$ cat config.mk
export PLATFORM = sky130hd
export DESIGN_NAME = pin_change_irq
export DESIGN_NICKNAME = d
export VERILOG_FILES = /design/src/rtl/pin_irq_pkg.sv /design/src/rtl/change_detect.sv /design/src/rtl/pin_change_irq.sv /design/src/rtl/pin_sync.sv
export SDC_FILE = /design/constraint.sdc
export NUM_CORES = 1
export LEC_CHECK = 0
export BUFFER_PORTS_ARGS = -buffer_cell sky130_fd_sc_hd__buf_2
export CAP_MARGIN = 30
export CELL_PAD_IN_SITES_DETAIL_PLACEMENT = 1
export CELL_PAD_IN_SITES_GLOBAL_PLACEMENT = 1
export CORE_ASPECT_RATIO = 0.75
export CORE_MARGIN = 4
export CORE_UTILIZATION = 40
export DETAILED_ROUTE_END_ITERATION = 7
export GPL_TIMING_DRIVEN = 0
export PLACE_DENSITY = 0.74
export SETUP_SLACK_MARGIN = 0.1
export SYNTH_ARGS = -nofsm -noshare
export SYNTH_HDL_FRONTEND = slang
export SYNTH_HIERARCHICAL = 1
export SYNTH_SLANG_ARGS = --single-unit
$ cat constraint.sdc
create_clock -name clk -period 3.73 [get_ports clk]
set_input_delay 0.373 -clock clk [delete_from_list [all_inputs] [get_ports clk]]
set_output_delay 0.373 -clock clk [all_outputs]
set_load 0.02 [all_outputs]
$ cat src/rtl/pin_irq_pkg.sv
// shared constants and types for the pin-change and external-pin interrupt flag block
package pin_irq_pkg;
    localparam logic [7:0] ADDR_FLAGS = 8'h3C;
    localparam logic [7:0] ADDR_ENABLE = 8'h3D;
    localparam logic [7:0] ADDR_SENSE = 8'h69;
    localparam logic [7:0] ADDR_MASK0 = 8'h6B;
    localparam logic [7:0] ADDR_MASK1 = 8'h6C;
    localparam logic [7:0] ADDR_MASK2 = 8'h6D;
    localparam logic [7:0] ADDR_MASK3 = 8'h73;
    localparam int BIT_EXT = 0;
    localparam int BIT_G0 = 4;
    localparam int BIT_G1 = 5;
    localparam int BIT_G2 = 6;
    localparam int BIT_G3 = 7;
    localparam int EXT_SYNC_IDX = 31;
    localparam int SYNC_W = 32;
    localparam logic [7:0] FLAGS_IMPL_LARGE = 8'hF1;
    localparam logic [7:0] FLAGS_IMPL_SMALL = 8'h31;
    localparam logic [7:0] REG_RESET = 8'h00;
    localparam logic [7:0] MASK3_IMPL = 8'h7F;
    typedef enum logic [1:0] {
        SENSE_LOW = 2'b00,
        SENSE_ANY = 2'b01,
        SENSE_FALL = 2'b10,
        SENSE_RISE = 2'b11
    } sense_t;
    typedef struct packed {
        logic [7:0] grp3;
        logic [7:0] grp2;
        logic [7:0] grp1;
        logic [7:0] grp0;
    } pin_masks_t;
endpackage

$ cat src/rtl/change_detect.sv
// per-bit toggle, rising and falling edge detection on synchronised levels
`timescale 1ns/1ps
module change_detect #(
    parameter int WIDTH = 32
) (
    input wire logic clk,
    input wire logic rst_n,
    input wire logic [WIDTH-1:0] level,
    output logic [WIDTH-1:0] toggled,
    output logic [WIDTH-1:0] rose,
    output logic [WIDTH-1:0] fell
);
    logic [WIDTH-1:0] prev_ff;
    logic primed_ff;

    // no edge reported on the first cycle after reset
    always_ff @(posedge clk) begin
        if (!rst_n) begin
            prev_ff <= '0;
            primed_ff <= 1'b0;
        end else begin
            prev_ff <= level;
            primed_ff <= 1'b1;
        end
    end

    assign toggled = primed_ff ? (level ^ prev_ff) : '0;
    assign rose = toggled & level;
    assign fell = toggled & ~level;
endmodule

$ cat src/rtl/pin_change_irq.sv
// flag, mask and request logic for one external pin and four pin-change groups
`timescale 1ns/1ps
module pin_change_irq
    import pin_irq_pkg::*;
#(
    parameter bit LARGE = 1'b1
) (
    input wire logic clk,
    input wire logic rst_n,
    input wire logic [7:0] addr,
    input wire logic [7:0] wdata,
    input wire logic wr,
    input wire logic rd,
    output logic [7:0] rdata,
    input wire logic ext_irq_pin,
    input wire logic [30:0] changePins,
    input wire logic globalIrqEnable,
    input wire logic [7:0] vectorTaken,
    output logic [7:0] irqRequest
);
    if (LARGE !== 1'b0 && LARGE !== 1'b1) begin : g_badParam
        $error("LARGE must be 0 or 1");
    end

    logic [7:0] flags_ff;
    logic [7:0] nxt_flags;
    logic [7:0] enable_ff;
    logic [1:0] sense_ff;
    pin_masks_t masks_ff;
    logic [7:0] rdata_ff;
    logic [7:0] nxt_rdata;
    logic [7:0] req_ff;
    logic [7:0] nxt_req;

    wire [SYNC_W-1:0] pinSync;
    wire [SYNC_W-1:0] pinToggled;
    wire [SYNC_W-1:0] pinRose;
    wire [SYNC_W-1:0] pinFell;
    wire [7:0] implMask = LARGE ? FLAGS_IMPL_LARGE : FLAGS_IMPL_SMALL;

    // pins are asynchronous, so two flops before any detection
    pin_sync #(.WIDTH(SYNC_W)) u_sync (
        .clk(clk),
        .rst_n(rst_n),
        .asyncIn({ext_irq_pin, changePins}),
        .syncOut(pinSync)
    );

    change_detect #(.WIDTH(SYNC_W)) u_edges (
        .clk(clk),
        .rst_n(rst_n),
        .level(pinSync),
        .toggled(pinToggled),
        .rose(pinRose),
        .fell(pinFell)
    );

    // register decode
    wire wrFlags = wr && (addr == ADDR_FLAGS);
    wire wrEnable = wr && (addr == ADDR_ENABLE);
    wire wrSense = wr && (addr == ADDR_SENSE);
    wire wrMask0 = wr && (addr == ADDR_MASK0);
    wire wrMask1 = wr && (addr == ADDR_MASK1);
    wire wrMask2 = wr && (addr == ADDR_MASK2) && LARGE;
    wire wrMask3 = wr && (addr == ADDR_MASK3) && LARGE;
    wire senseLow = (sense_t'(sense_ff) == SENSE_LOW);

    wire setG0 = |(pinToggled[7:0] & masks_ff.grp0);
    wire setG1 = |(pinToggled[15:8] & masks_ff.grp1);
    wire setG2 = LARGE && |(pinToggled[23:16] & masks_ff.grp2);
    wire setG3 = LARGE && |(pinToggled[30:24] & masks_ff.grp3[6:0]);

    wire setExt = (sense_t'(sense_ff) == SENSE_ANY && pinToggled[EXT_SYNC_IDX]) ||
                  (sense_t'(sense_ff) == SENSE_FALL && pinFell[EXT_SYNC_IDX]) ||
                  (sense_t'(sense_ff) == SENSE_RISE && pinRose[EXT_SYNC_IDX]);

    wire [7:0] setVec = {setG3, setG2, setG1, setG0, 3'b000, setExt};
    // clear by vector start or written one
    wire [7:0] clrVec = vectorTaken | (wrFlags ? wdata : REG_RESET);

    // set wins over clear, no enable involved
    always_comb begin
        nxt_flags = ((flags_ff & ~clrVec) | setVec) & implMask;
        if (senseLow) begin
            nxt_flags[BIT_EXT] = 1'b0;
        end
    end

    // request gated by enable and global enable
    always_comb begin
        nxt_req = flags_ff & enable_ff & implMask & {8{globalIrqEnable}};
        // low level requests straight from the pin while held
        nxt_req[BIT_EXT] = enable_ff[BIT_EXT] && globalIrqEnable &&
                           (senseLow ? !pinSync[EXT_SYNC_IDX] : flags_ff[BIT_EXT]);
    end

    // read mux; unmapped addresses read zero
    wire [7:0] rdSel = (addr == ADDR_FLAGS) ? flags_ff :
                       (addr == ADDR_ENABLE) ? enable_ff :
                       (addr == ADDR_SENSE) ? {6'h00, sense_ff} :
                       (addr == ADDR_MASK0) ? masks_ff.grp0 :
                       (addr == ADDR_MASK1) ? masks_ff.grp1 :
                       (addr == ADDR_MASK2) ? masks_ff.grp2 :
                       (addr == ADDR_MASK3) ? masks_ff.grp3 : REG_RESET;
    assign nxt_rdata = rd ? rdSel : REG_RESET;

    always_ff @(posedge clk) begin
        if (!rst_n) begin
            flags_ff <= REG_RESET;
            req_ff <= REG_RESET;
            rdata_ff <= REG_RESET;
        end else begin
            flags_ff <= nxt_flags;
            req_ff <= nxt_req;
            rdata_ff <= nxt_rdata;
        end
    end

    // enable, sense and mask registers, unbuilt groups stay zero
    always_ff @(posedge clk) begin
        if (!rst_n) begin
            enable_ff <= REG_RESET;
            sense_ff <= 2'h0;
            masks_ff <= '0;
        end else begin
            if (wrEnable) enable_ff <= wdata & implMask;
            if (wrSense) sense_ff <= wdata[1:0];
            if (wrMask0) masks_ff.grp0 <= wdata;
            if (wrMask1) masks_ff.grp1 <= wdata;
            if (wrMask2) masks_ff.grp2 <= wdata;
            if (wrMask3) masks_ff.grp3 <= wdata & MASK3_IMPL;
        end
    end

    assign rdata = rdata_ff;
    assign irqRequest = req_ff;
endmodule

$ cat src/rtl/pin_sync.sv
// two-flop synchroniser for asynchronous input pins
`timescale 1ns/1ps
module pin_sync #(
    parameter int WIDTH = 32
) (
    input wire logic clk,
    input wire logic rst_n,
    input wire logic [WIDTH-1:0] asyncIn,
    output logic [WIDTH-1:0] syncOut
);
    logic [WIDTH-1:0] meta_ff;
    logic [WIDTH-1:0] sync_ff;

    // first stage feeds only the second
    always_ff @(posedge clk) begin
        if (!rst_n) begin
            meta_ff <= '0;
            sync_ff <= '0;
        end else begin
            meta_ff <= asyncIn;
            sync_ff <= meta_ff;
        end
    end

    assign syncOut = sync_ff;
endmodule
==> Implementation_results.wiki <==
{| class="wikitable"
! Metric !! Value
|-
| Worst setup skew after layout || 11.83 ps
|-
| Crit-path max FO || 10
|-
| Setup slack after placement || 1717 ps
|-
| Setup TNS || 0 ps
|-
| 1st-pass router iterations || 4
|-
| IO Count || 77
|-
| Max Slew Vio Count || 0
|-
| Overall power consumption || 3.563 mW
|-
| Core Region || 14600 um2
|-
| Gate Count Post-Synth || 590
|-
| Critical path's largest stage delay || 330 ps
|-
| Max cap viols || 0
|-
| Number of global-route vias before repair || 4589
|-
| Number of violations reported at the end of detailed-routing iteration 0 || 240
|-
| Final ANT Viol Nets || 0
|-
| Post-route DRC || 0
|-
| Pin count of the biggest net entering global routing || 18
|-
| Detail-routed via count per cell || 4.963
|-
| Horiz. Die Dim || 149.7 um
|-
| Number of synthesis warnings || 6
|-
| Hpwl dp || 11710 um
|-
| # diodes || 0
|-
| Part of the total power dissipated in combinational logic || 5.6%
|-
| Cells on Worst Hold Path || 2
|-
| GR Overflow Total || 0
|-
| Worst setup margin || 2065 ps
|-
| HP Class || in -> reg
|-
| Highest clock rate || 0.6006 GHz
|-
| Number of hold buffers added after CTS || 0
|-
| Actual slew at the worst max-slew pin || 541.4 ps
|-
| Layout cell share with drive strength beyond 1 || 28.14%
|-
| Switching power as a share of total power || 23.87%
|-
| Number of cell rows || 38
|-
| Initial core utilization || 41.27%
|-
| Power density normalized to cell area || 494.3 nW/um2
|-
| Switching power || 0.8504 mW
|-
| Die area || 17110 um2
|-
| Later-pin clock latency in the skew report || 420 ps
|-
| CTS tree || yes
|-
| Cell-by-cell trace of the critical path || buf_2 -> and2_1 -> a22o_1 -> a221oi_1 -> nand3_1 -> o21a_1
|-
| Placed Area || 6626 um2
|-
| Worst Hold Launch || changePins[30]
|-
| Total count of hold-check failures in the final report || 0
|-
| Total Nets Final || 741
|-
| Slowest CP cell || sky130_fd_sc_hd__dfxtp_1
|-
| R2r startpoint || u_edges/primed_ff
|-
| Worst supply voltage drop on vdd || 0.2863 mV
|-
| Total wire length || 15680 um
|-
| RD Place Congestion || 0.9384
|-
| Outcome || complete, no violations
|-
| Worst reg2reg setup slack || 2060 ps
|-
| Layout Cell Area excl Fill || 7208 um2
|-
| Die extent in y || 114.3 um
|-
| Clock buffer count from CTS || 17
|-
| Initial antenna violation count || 0
|-
| Worst slew margin relative to its limit || 63.33%
|-
| Total via count after detailed routing || 4432
|-
| Required arrival time at the worst endpoint || 4050 ps
|-
| Critical path startpoint category || register
|-
| Average instance area after synthesis || 10.21 um2
|-
| First-pass GRT wire length || 25120 um
|-
| H-tree levels || 4
|-
| Area growth, synth to finish || 19.67%
|-
| Class of the most critical setup path || reg -> reg
|-
| Post-cts repair resize count || 0
|-
| Maximum number of buffers from clock root to sink || 2
|-
| Global-route total usage across every layer || 19.37%
|-
| Buffers added on ports || 69
|-
| Post-layout minimum cycle time || 1665 ps
|-
| Hold Path Sink || u_sync/meta_ff[30]
|-
| WL per Instance || 17.56 um
|-
| CTS Root Cell || sky130_fd_sc_hd__clkbuf_16
|-
| Clock transition time at the flip-flop clock pins of the worst setup and hold paths || 70 ps
|-
| CP Capture Type || register
|-
| Flop pwr share || 47.5%
|-
| Arrival time of data at the critical path endpoint || 1980 ps
|-
| Mapped cell area || 6023 um2
|-
| P_int || 2.713 mW
|-
| Bufs and invs on worst path || 1
|-
| Capture point of the worst reg-to-reg path || flags_ff[4]
|-
| Clock network fraction of total power || 46.8%
|-
| Postcts setup bufs || 0
|-
| Leak pwr || 3.119 nW
|-
| Final-report setup violation count || 0
|-
| Post-route fraction of the period consumed by the critical path || 44.64%
|-
| RSZ-0062 raised after global routing || false
|-
| Crit-path leading delay family || compound AO/OA/AOI/OAI gates
|-
| FF-to-FF path depth || 6
|-
| Clock sinks || 153
|}
-- power by group through the flow --
stage | Sequential (mW) | Clock, mW | Combinational [mW]
after floorplan | 1.73 | 0 | 0.116
after global placement | 1.73 | 0 | 0.196
after detailed placement | 1.73 | 0 | 0.201
after CTS | 1.69 | 1.71 | 0.203
after global routing | 1.70 | 1.78 | 0.222
final | 1.69 | 1.67 | 0.201
-- cell type report --
| cell class | instances | area [um2] |
|---|---|---|
| plain buffers | 32 | 190.2 |
| multi-input cells | 400 | 2751 |
| well taps | 200 | 250.2 |
| flip-flops and latches | 153 | 3063 |
| clock inverters | 11 | 101.3 |
| clock buffers | 21 | 480.5 |
| fillers | 1656 | 7388 |
| inverters | 7 | 26.28 |
| repair buffers | 69 | 345.3 |
-- worst register-to-register path, cell delays in order, from the launching register on --
cell                       delay, ps
sky130_fd_sc_hd__dfxtp_1         330
sky130_fd_sc_hd__buf_2           170
sky130_fd_sc_hd__and2_1          150
sky130_fd_sc_hd__a22o_1          220
sky130_fd_sc_hd__a221oi_1        250
sky130_fd_sc_hd__nand3_1         210
sky130_fd_sc_hd__o21a_1          230
-- how the worst max path moves through the flow --
stage	startpoint	to	cells after the start
after floorplan	addr[0]	masks_ff[10]	6
after CTS	u_edges/primed_ff	flags_ff[4]	6
after detailed placement	rst_n	rdata[6]	6
after global routing	u_edges/primed_ff	flags_ff[4]	6
final	u_edges/primed_ff	flags_ff[4]	6
after global placement	rst_n	rdata[6]	6
-- per-layer routing --
metal	routed length, um	vias to the layer above	global-route usage [%]
met3	942	21	4.630
li1	-	2158	-
met1	7301	2140	26.10
met2	7199	113	31.23
met4	238	0	5.545
met5	0	-	0
-- state kept, by name, indices dropped and copies added, names as in the netlist --
register and count:
u_sync/meta_ff 32, u_edges/primed_ff 1, irqRequest 5, rdata 8
enable_ff 5, sense_ff 2, masks_ff 31, u_sync/syncOut 32
flags_ff 5, u_edges/prev_ff 32
-- stage by stage --
stage	utilization (%)	cells	hold slack, ps
floorplan	-	592	400.7
global placement	45.40	861	430.7
detailed placement	45.40	861	433.3
CTS	49.38	893	148.8
global route	49.38	893	148.6
finish	49.38	893	159.8
-- cells in the final DEF, fill, tap and decap left out, drive strengths merged, types with 8 or more instances in the layout --
| cell type | count |
|---|---|
| dfxtp | 153 |
| and2 | 132 |
| buf | 85 |
| nand2 | 45 |
| clkbuf | 37 |
| xor2 | 32 |
| mux2i | 23 |
| a21boi | 21 |
| nor2b | 19 |
| nand3 | 17 |
| o21ai | 13 |
| inv | 13 |
| a22oi | 12 |
| a21oi | 10 |
| nor2 | 8 |
Power figures use the tool's default switching activity.
